$ cat src/ltil_pkg.sv
`default_nettype none
package ltil_pkg;

  // ----------------------------------------------------------------
  // Register map
  // ----------------------------------------------------------------
  localparam int unsigned ADDR_W = 5;
  localparam logic [ADDR_W-1:0] OFS_RAW_STATUS    = 5'h00;
  localparam logic [ADDR_W-1:0] OFS_MASKED_STATUS = 5'h04;
  localparam logic [ADDR_W-1:0] OFS_ENABLE_SET    = 5'h08;
  localparam logic [ADDR_W-1:0] OFS_ENABLE_CLEAR  = 5'h0c;

  // ----------------------------------------------------------------
  // Field layout and reset values
  // ----------------------------------------------------------------
  localparam int unsigned TRAP_BIT    = 2;
  localparam logic        RST_FLAG    = 1'b0;
  localparam logic        RST_ENABLE  = 1'b0;
  localparam logic [31:0] RST_RDATA   = 32'h0000_0000;

  // ----------------------------------------------------------------
  // AXI4-Lite responses
  // ----------------------------------------------------------------
  localparam logic [1:0] RESP_OKAY   = 2'h0;
  localparam logic [1:0] RESP_SLVERR = 2'h2;

endpackage
`default_nettype wire

$ cat src/ltil_top.sv
// Design decisions made here: the placing of the registers and register access over AXI4-Lite.
`timescale 1ns/1ps
`default_nettype none

// How it works
// (RL1) Trap event always sets raw flag.
// (RL2) Writing one to raw clears both flags.
// (RL3) Masked flag sets only while enabled.
// (RL4) Writing one to masked clears both flags.
// (RL5) Set write enables; both enable bits read one.
// (RL6) Clear write disables; both enable bits read zero.
// (RL7) Set and clear together leave it disabled.
// (RL8) All other bits read as zero.
// (RL9) Interrupt output follows the masked flag.
module ltil_top (
  // Clock and reset.
  input  wire logic                       aclk,
  input  wire logic                       aresetn,
  // Event from the access checker.
  input  wire logic                       trap_event,
  // Write address channel.
  input  wire logic                       s_axi_awvalid,
  output logic                            s_axi_awready,
  input  wire logic [ltil_pkg::ADDR_W-1:0] s_axi_awaddr,
  input  wire logic [2:0]                 s_axi_awprot,
  // Write data channel.
  input  wire logic                       s_axi_wvalid,
  output logic                            s_axi_wready,
  input  wire logic [31:0]                s_axi_wdata,
  input  wire logic [3:0]                 s_axi_wstrb,
  // Write response channel.
  output logic                            s_axi_bvalid,
  input  wire logic                       s_axi_bready,
  output logic [1:0]                      s_axi_bresp,
  // Read address channel.
  input  wire logic                       s_axi_arvalid,
  output logic                            s_axi_arready,
  input  wire logic [ltil_pkg::ADDR_W-1:0] s_axi_araddr,
  input  wire logic [2:0]                 s_axi_arprot,
  // Read data channel.
  output logic                            s_axi_rvalid,
  input  wire logic                       s_axi_rready,
  output logic [31:0]                     s_axi_rdata,
  output logic [1:0]                      s_axi_rresp,
  // Interrupt request.
  output logic                            irq
);
  import ltil_pkg::*;

  // ----------------------------------------------------------------
  // Write path
  // ----------------------------------------------------------------
  logic              awready_ff, nxt_awready;
  logic              wready_ff,  nxt_wready;
  logic              aw_held_ff, nxt_aw_held;
  logic              w_held_ff,  nxt_w_held;
  logic [ADDR_W-1:0] waddr_ff,   nxt_waddr;
  logic [31:0]       wdata_ff,   nxt_wdata;
  logic              wstrb0_ff,  nxt_wstrb0;
  logic              bvalid_ff,  nxt_bvalid;
  logic [1:0]        bresp_ff,   nxt_bresp;
  logic              do_write;
  logic              wr_one;
  logic              wr_raw, wr_masked, wr_set, wr_clr;
  logic              wmapped;

  // Address and data are caught separately, so either may come first.
  always_comb begin
    nxt_aw_held = aw_held_ff;
    nxt_w_held  = w_held_ff;
    nxt_waddr   = waddr_ff;
    nxt_wdata   = wdata_ff;
    nxt_wstrb0  = wstrb0_ff;
    nxt_bvalid  = bvalid_ff;
    nxt_bresp   = bresp_ff;
    do_write    = aw_held_ff && w_held_ff && !bvalid_ff;
    wmapped     = (waddr_ff[ADDR_W-1:2] == OFS_RAW_STATUS[ADDR_W-1:2])
               || (waddr_ff[ADDR_W-1:2] == OFS_MASKED_STATUS[ADDR_W-1:2])
               || (waddr_ff[ADDR_W-1:2] == OFS_ENABLE_SET[ADDR_W-1:2])
               || (waddr_ff[ADDR_W-1:2] == OFS_ENABLE_CLEAR[ADDR_W-1:2]);
    if (s_axi_awvalid && awready_ff) begin
      nxt_aw_held = 1'b1;
      nxt_waddr   = s_axi_awaddr;
    end
    if (s_axi_wvalid && wready_ff) begin
      nxt_w_held = 1'b1;
      nxt_wdata  = s_axi_wdata;
      nxt_wstrb0 = s_axi_wstrb[0];
    end
    if (do_write) begin
      nxt_aw_held = 1'b0;
      nxt_w_held  = 1'b0;
      nxt_bvalid  = 1'b1;
      nxt_bresp   = wmapped ? RESP_OKAY : RESP_SLVERR;
    end else if (bvalid_ff && s_axi_bready) begin
      nxt_bvalid = 1'b0;
    end
    // Holding off new beats while a response waits keeps one write in flight.
    nxt_awready = !nxt_aw_held && !nxt_bvalid;
    nxt_wready  = !nxt_w_held && !nxt_bvalid;
  end

  // Only byte lane 0 carries the trap bit; other lanes are ignored.
  assign wr_one    = do_write && wstrb0_ff && wdata_ff[TRAP_BIT];
  assign wr_raw    = wr_one && (waddr_ff[ADDR_W-1:2] == OFS_RAW_STATUS[ADDR_W-1:2]);
  assign wr_masked = wr_one && (waddr_ff[ADDR_W-1:2] == OFS_MASKED_STATUS[ADDR_W-1:2]);
  assign wr_set    = wr_one && (waddr_ff[ADDR_W-1:2] == OFS_ENABLE_SET[ADDR_W-1:2]);
  assign wr_clr    = wr_one && (waddr_ff[ADDR_W-1:2] == OFS_ENABLE_CLEAR[ADDR_W-1:2]);

  // Write path registers.
  always_ff @(posedge aclk) begin
    if (!aresetn) begin
      awready_ff <= 1'b0;
      wready_ff  <= 1'b0;
      aw_held_ff <= 1'b0;
      w_held_ff  <= 1'b0;
      waddr_ff   <= '0;
      wdata_ff   <= RST_RDATA;
      wstrb0_ff  <= 1'b0;
      bvalid_ff  <= 1'b0;
      bresp_ff   <= RESP_OKAY;
    end else begin
      awready_ff <= nxt_awready;
      wready_ff  <= nxt_wready;
      aw_held_ff <= nxt_aw_held;
      w_held_ff  <= nxt_w_held;
      waddr_ff   <= nxt_waddr;
      wdata_ff   <= nxt_wdata;
      wstrb0_ff  <= nxt_wstrb0;
      bvalid_ff  <= nxt_bvalid;
      bresp_ff   <= nxt_bresp;
    end
  end

  // ----------------------------------------------------------------
  // Trap flags and enable
  // ----------------------------------------------------------------
  logic raw_ff,    nxt_raw;
  logic masked_ff, nxt_masked;
  logic en_ff,     nxt_en;
  logic irq_ff,    nxt_irq;
  logic clr_flags;

  // A new event in the clearing cycle wins, so no trap is ever lost.
  always_comb begin
    clr_flags  = wr_raw || wr_masked;                               // RL2 RL4
    nxt_raw    = (raw_ff && !clr_flags) || trap_event;              // RL1 RL2
    nxt_masked = (masked_ff && !clr_flags) || (trap_event && en_ff); // RL3 RL4
    nxt_en     = en_ff;
    if (wr_set && wr_clr) begin
      nxt_en = 1'b0;                                                // RL7
    end else if (wr_set) begin
      nxt_en = 1'b1;                                                // RL5
    end else if (wr_clr) begin
      nxt_en = 1'b0;                                                // RL6
    end
    nxt_irq = nxt_masked;                                           // RL9
  end

  // Flag registers.
  always_ff @(posedge aclk) begin
    if (!aresetn) begin
      raw_ff    <= RST_FLAG;
      masked_ff <= RST_FLAG;
      en_ff     <= RST_ENABLE;
      irq_ff    <= RST_FLAG;
    end else begin
      raw_ff    <= nxt_raw;
      masked_ff <= nxt_masked;
      en_ff     <= nxt_en;
      irq_ff    <= nxt_irq;
    end
  end

  // ----------------------------------------------------------------
  // Read path
  // ----------------------------------------------------------------
  logic        arready_ff, nxt_arready;
  logic        rvalid_ff,  nxt_rvalid;
  logic [31:0] rdata_ff,   nxt_rdata;
  logic [1:0]  rresp_ff,   nxt_rresp;

  // Data is sampled when the address is taken and then held stable.
  always_comb begin
    nxt_rvalid = rvalid_ff;
    nxt_rdata  = rdata_ff;
    nxt_rresp  = rresp_ff;
    if (s_axi_arvalid && arready_ff) begin
      nxt_rvalid = 1'b1;
      nxt_rdata  = RST_RDATA;                                       // RL8
      nxt_rresp  = RESP_OKAY;
      unique case (s_axi_araddr[ADDR_W-1:2])
        OFS_RAW_STATUS[ADDR_W-1:2]:    nxt_rdata[TRAP_BIT] = raw_ff;
        OFS_MASKED_STATUS[ADDR_W-1:2]: nxt_rdata[TRAP_BIT] = masked_ff;
        OFS_ENABLE_SET[ADDR_W-1:2]:    nxt_rdata[TRAP_BIT] = en_ff; // RL5 RL6
        OFS_ENABLE_CLEAR[ADDR_W-1:2]:  nxt_rdata[TRAP_BIT] = en_ff; // RL5 RL6
        default:                       nxt_rresp = RESP_SLVERR;
      endcase
    end else if (rvalid_ff && s_axi_rready) begin
      nxt_rvalid = 1'b0;
    end
    nxt_arready = !nxt_rvalid;
  end

  // Read path registers.
  always_ff @(posedge aclk) begin
    if (!aresetn) begin
      arready_ff <= 1'b0;
      rvalid_ff  <= 1'b0;
      rdata_ff   <= RST_RDATA;
      rresp_ff   <= RESP_OKAY;
    end else begin
      arready_ff <= nxt_arready;
      rvalid_ff  <= nxt_rvalid;
      rdata_ff   <= nxt_rdata;
      rresp_ff   <= nxt_rresp;
    end
  end

  // ----------------------------------------------------------------
  // Outputs
  // ----------------------------------------------------------------
  assign s_axi_awready = awready_ff;
  assign s_axi_wready  = wready_ff;
  assign s_axi_bvalid  = bvalid_ff;
  assign s_axi_bresp   = bresp_ff;
  assign s_axi_arready = arready_ff;
  assign s_axi_rvalid  = rvalid_ff;
  assign s_axi_rdata   = rdata_ff;
  assign s_axi_rresp   = rresp_ff;
  assign irq           = irq_ff;
endmodule
`default_nettype wire

$ cat config.mk
export PLATFORM = sky130hd
export DESIGN_NAME = ltil_top
export DESIGN_NICKNAME = d
export VERILOG_FILES = /design/src/ltil_pkg.sv /design/src/ltil_top.sv
export SDC_FILE = /design/constraint.sdc
export NUM_CORES = 1
export LEC_CHECK = 0
export BUFFER_PORTS_ARGS = -buffer_cell sky130_fd_sc_hd__buf_4
export CORE_UTILIZATION = 37
export CTS_CLUSTER_SIZE = 24
export DETAILED_ROUTE_END_ITERATION = 10
export GPL_TIMING_DRIVEN = 0
export PLACE_DENSITY = 0.95
export SLEW_MARGIN = 10
export SYNTH_ARGS = -nofsm -noshare
export SYNTH_HDL_FRONTEND = slang
export SYNTH_SLANG_ARGS = --single-unit
$ cat constraint.sdc
create_clock -name aclk -period 1.9 [get_ports aclk]
set_clock_uncertainty 0.05 [all_clocks]
set_input_delay 0.285 -clock aclk [delete_from_list [all_inputs] [get_ports aclk]]
set_output_delay 0.285 -clock aclk [all_outputs]
set_load 0.005 [all_outputs]
==> impl_metrics.yaml, run 1 <==
status:
  run_status: "finished clean"
floorplanning:
  io_pins: 102
  die_w_um: 52.60
  start_util: 0.4085
  coreArea_mm2: 0.002318
  rows: 17
  die-area_mm2: 0.002766
  dieHeight_um: 52.60
synth:
  async_flop_share: 0
  synthFlopType: "dfxtp_1"
  synth_area_um2: 947.2
  synth_edf_count: 0
  synth_cell_type_count: 25
  avgSynthCellArea_um2: 8.770
  syn_inst: 108
  yosys_register_bits: 18
  yosys_warnings: 0
  synth.yosys.seq_area_share: 0.3804
setup_path:
  endpoint_kind: "flop"
  crit_required_ns: 2.08
  critPathArrivalTime_ns: 1.38
  cp-endpoint: "s_axi_rdata[2]"
  crit_path_max_fanout: 5
  r2r_slack_ns: 0.70
  worstReg2RegEnd: "s_axi_rdata[2]"
  startpoint: "s_axi_arready"
  critPathKind: "flop to flop"
  critPathLaunchType: "flop"
  worstRegToRegCells: 3
  timing.rr.start: "s_axi_arready"
drt:
  wl_per_cell_um: 8.122
  drtPass1Iterations: 4
  wl_um: 1592
  ant_nets: 0
  remaining_drc_errors: 0
  vias: 755
  drt_first_iter_violations: 9
  routed_via_density: 3.852
cts:
  cts_tree: "done"
  numCtsBuffers: 3
  cts_root_buf: "clkbuf_4"
  cts_setup_buffers: 0
  worstSkewPairLatency_ns: 0.29
  cts.sinks: 18
  hold_buffers: 0
  clk_pin_slew_ns: 0.10
  clk_path_buf_depth: 2
  htree_levels: 1
  ctsResizeCount: 0
grt:
  grt_pass1_wl_um: 2428
  overflow: 0
  grt_use_total: 0.1206
  grt_max_degree: 11
  antenna_found_initial: 0
  grt_pass1_vias: 572
cells_and_area:
  drive_gt1_frac: 0.3929
  fillers: 224
  post-route-cell-area_mm2: 0.001319
  largest_reg_flops: 3
  area_growth_syn_to_layout_pct: 39.23
  antenna_cells: 0
  multiInputGateArea_um2: 446.7
  utilization: 0.5688
  regMostFlops: "waddr_ff"
  area.sequential_um2: 360.3
  layout_common_cells: "buf_4, conb_1, dfxtp_1"
  final_common_cell: "buf_4"
  nets: 229
hold_path:
  worstHoldPathType: "input port to flop"
sta:
  slew_violations: 0
  rsz0062_at_grt: "no"
  finalHoldViolCount: 0
  period_minus_slack_ns: 1.201
  hold-worst-slack_ns: 0.1645
  post-route-period-util: 0.6324
  tns_ns: 0
  max_freq_ghz: 0.8323
  setup_viol: 0
place:
  place.detailed.hpwl_um: 1310
  place_area_mm2: 0.001282
  routabilityCongestion: 0.7468
  port_buffers: 24
power_and_ir_drop:
  power.leakage_uw: 0.0007064
  power_density_mw_per_mm2: 601.9
  vdd_drop_max_mv: 0.6207
flow_run:
  maxCapViolCount: 0
[metal layers]
layer,track usage,wire [µm]
met1,0.1544,720
met2,0.1857,717
met3,0.06087,155
met4,0.01316,0
met5,0,0
[area by class of cell]
| type | instances | share of cell area |
|---|---|---|
| buffer | 35 | 0.1973 |
| clock buffer | 4 | 0.02751 |
| multi-input combinational | 87 | 0.3387 |
| sequential | 18 | 0.2732 |
| tap | 28 | 0.02657 |
| timing repair buffer | 24 | 0.1366 |
[critical path, cell delays in order (launching register included)]
cell and delay, ns:
dfxtp_1 0.38, nand2_2 0.09, or4b_1 0.50, o21ai_1 0.12
[how the worst min path moves through the flow]
stage | startpoint | to | slack (ns) | cells after the start
finish | trap_event | raw_ff | 0.16 | 3
global route | trap_event | raw_ff | 0.17 | 3
CTS | trap_event | raw_ff | 0.16 | 3
detailed placement | raw_ff | raw_ff | 0.40 | 2
global placement | s_axi_rdata[2] | s_axi_rdata[2] | 0.40 | 2
floorplan | trap_event | raw_ff | 0.34 | 2
[power breakdown]
group / switching, µW / internal (µW) / total [µW]
clock: 115 / 117 / 232
combinational: 54.9 / 93.1 / 148
sequential: 17.3 / 397 / 414
total: 187 / 607 / 794
[Yosys cell counts, types with 2 or more instances]
master     n  area share
a21boi_0   8       0.063
a21oi_1    2       0.011
and3_1     2       0.013
buf_4     34        0.27
dfxtp_1   18        0.38
nand2_1   12       0.048
nand2b_1   2       0.013
nand3_1    8       0.042
nor2_1     2      0.0079
nor2b_1    3       0.020
o21ai_0    3       0.016
[logic make-up after synthesis]
kind of cell | after synthesis | share of synthesized area
AND/OR/NAND/NOR | 37 | 0.2193
other | 1 | 0.003959
AO/OA/AOI/OAI | 16 | 0.1110
buffers and inverters | 35 | 0.2748
multiplexers | 1 | 0.01057
flip-flops | 18 | 0.3805
[metrics by stage]
step	std cells	setup slack (ns)	power [µW]
6_report	196	0.6985	793.7
5_1_grt	196	0.5984	843.4
4_1_cts	196	0.6904	799.7
3_5_place_dp	192	0.6901	569.2
3_3_place_gp	192	0.7045	566.7
2_1_floorplan	140	0.7591	519.0
Note: power is estimated with default switching activity, not from simulation.
==> run 2: changes to the inputs <==
Settings changed: ABC_AREA set to 1, CORE_UTILIZATION 37 to 31, PLACE_DENSITY 0.95 to 0.87.
Clock period 1.9 ns to 1 ns, I/O delays scaled along.
==> run 2 against run 1 <==
Effect of this change:
- the flow now finishes with violations (DRC)
- final area increased by 1.4%
- first-iteration DRC count increased by 56%
- count of clock-buffer cells in the layout unchanged
- total power increased by 95%
- global-route usage decreased by 1.8 points
- core utilization decreased by 9.6 points
- flip-flop and latch count unchanged
- die area increased by 18%
- synthesized area decreased by 0.40%
- critical path type is now flop to output pin
- highest routed layer is now met4
==> impl_metrics.yaml, run 2 <==
floorplanning:
  io_pins: 102
  dieHeight_um: 57.17
  die-area_mm2: 0.003268
  rows: 19
  die_w_um: 57.17
  coreArea_mm2: 0.002829
  start_util: 0.3335
synth:
  synth_common_cells: "buf_4, nor2_1, dfxtp_1"
  synth_area_leaders: "dfxtp_1, buf_4, nor2_1, nand2_1, inv_1"
  avgSynthCellArea_um2: 7.487
  yosysMostFrequentCell: "buf_4"
  synth.yosys.seq_area_share: 0.3820
  async_flop_share: 0
  syn_inst: 126
  synth_edf_count: 0
  synth_cell_type_count: 14
  synthFlopType: "dfxtp_1"
  yosys.area.top_type_share: 0.3820
  synth_area_um2: 943.4
  yosys_register_bits: 18
  yosys_warnings: 0
  synth_top_cell_by_area: "dfxtp_1"
cts:
  numCtsBuffers: 3
  worstSkewPairLatency_ns: 0.29
  clk_path_buf_depth: 2
  clk_pin_slew_ns: 0.10
  htree_levels: 1
  cts_root_buf: "clkbuf_4"
  cts_tree: "done"
  cts.sinks: 18
cells_and_area:
  regMostFlops: "waddr_ff"
  final_common_cell: "buf_4"
  nets: 247
  drive_gt1_frac: 0.4086
  post-route-cell-area_mm2: 0.001338
  utilization: 0.4728
  largest_reg_flops: 3
  antenna_cells: 0
  layout_common_cells: "buf_4, conb_1, nor2_1"
  area_growth_syn_to_layout_pct: 41.78
flow_run:
  maxCapViolCount: 0
sta:
  worst_slack_ns: 0.01281
  max_freq_ghz: 1.013
  slew_violations: 0
  finalHoldViolCount: 0
  hold-worst-slack_ns: 0.05595
  setup_viol: 0
  post-route-period-util: 0.9872
  period_minus_slack_ns: 0.9872
  rsz0062_at_grt: "yes"
power_and_ir_drop:
  power_density_mw_per_mm2: 1159
  power.leakage_uw: 0.0007489
  fin_total_pwr_uw: 1550
  vdd_drop_max_mv: 0.4045
setup_path:
  crit_slowest_cell: "dfxtp_4"
  worstRegToRegCells: 5
  critPathArrivalTime_ns: 0.79
  cp-endpoint: "s_axi_bvalid"
  worstPathCellList: "buf_4"
  critPathMaxStageDelay_ns: 0.37
  timing.rr.start: "w_held_ff"
  r2r_slack_ns: 0.03
  crit_family: "flip-flops"
  cp.depth: 1
  worstReg2RegEnd: "irq"
  path_buf_inv: 1
  critPathLaunchType: "flop"
  crit_required_ns: 0.80
  critPathKind: "flop to output pin"
  crit_path_max_fanout: 3
  endpoint_kind: "output pin"
  startpoint: "s_axi_bvalid"
grt:
  grt_max_degree: 11
  grt_pass1_vias: 635
  overflow: 0
  antenna_found_initial: 0
  grt_pass1_wl_um: 2594
  grt_use_total: 0.1026
drt:
  wl_per_cell_um: 7.816
  drt_first_iter_violations: 14
  routed_via_density: 3.737
  ant_nets: 0
  wl_um: 1696
  drtPass1Iterations: 9
  remaining_drc_errors: 6
  vias: 811
place:
  routabilityCongestion: 0.7389
  place_area_mm2: 0.001275
  port_buffers: 23
  post-place-ws_ns: -0.005436
  place.detailed.hpwl_um: 1422
status:
  run_status: "complete, but fails checks"
  failed_checks: "DRC"
hold_path:
  worstHoldPathType: "input port to flop"
-- run 2: cell types whose count changed after synthesis, sizes merged, moves of 5 or more --
cell and delta:
nor2 +20, inv +12, a21boi -9, a21oi +6, nand3 -6, nand2 +5
-- run 2: logic make-up after synthesis --
kind of cell,share of synthesized area
buffers and inverters,0.3183
AO/OA/AOI/OAI,0.09283
AND/OR/NAND/NOR,0.2029
other,0.003975
flip-flops,0.3820
-- run 2: metrics by stage --
step / TNS, ns / cells
2_1_floorplan: 0 / 158
3_3_place_gp: 0 / 212
3_5_place_dp: -0.008223 / 212
4_1_cts: 0 / 217
5_1_grt: -0.2220 / 217
6_report: 0 / 217
-- run 2: layout make-up --
type / instances / area (µm²)
clock buffers: 4 / 36.28
fillers: 289 / 1491
repair buffers: 24 / 180.2
inverters: 12 / 45.04
multi-input cells: 94 / 410.4
flip-flops and latches: 18 / 371.6
plain buffers: 34 / 255.2
well taps: 31 / 38.79
-- run 2: worst min-delay path by stage --
stage	end	depth (start not counted)	slack (ns)	start
after floorplan	raw_ff	2	0.23	trap_event
after global placement	waddr_ff[3]	3	0.35	s_axi_awaddr[3]
after detailed placement	waddr_ff[2]	3	0.36	s_axi_awaddr[2]
after CTS	raw_ff	3	0.05	trap_event
after global routing	s_axi_rresp[1]	3	0.06	s_axi_araddr[4]
final	waddr_ff[3]	3	0.06	s_axi_awaddr[3]
-- run 2: timing repair --
item / CTS / global route
setup endpoints to repair: 3 / 10
gates resized for setup: 4 / 9
setup buffers: 1 / 0
pin swaps: 1 / 2
hold buffers: 0 / 0
-- run 2: where the power goes --
part	internal [µW]	switching, µW	total (µW)
registers	765	28.1	793
logic	183	135	319
clock network	222	217	438
total	1170	380	1550
-- run 2: routing by layer --
layer	up-vias	GRT usage	share of wire
met4	0	0.04181	0.010
met2	28	0.1916	0.53
met3	2	0.02494	0.071
li1	444	-	-
met1	337	0.1100	0.38
met5	-	0	0
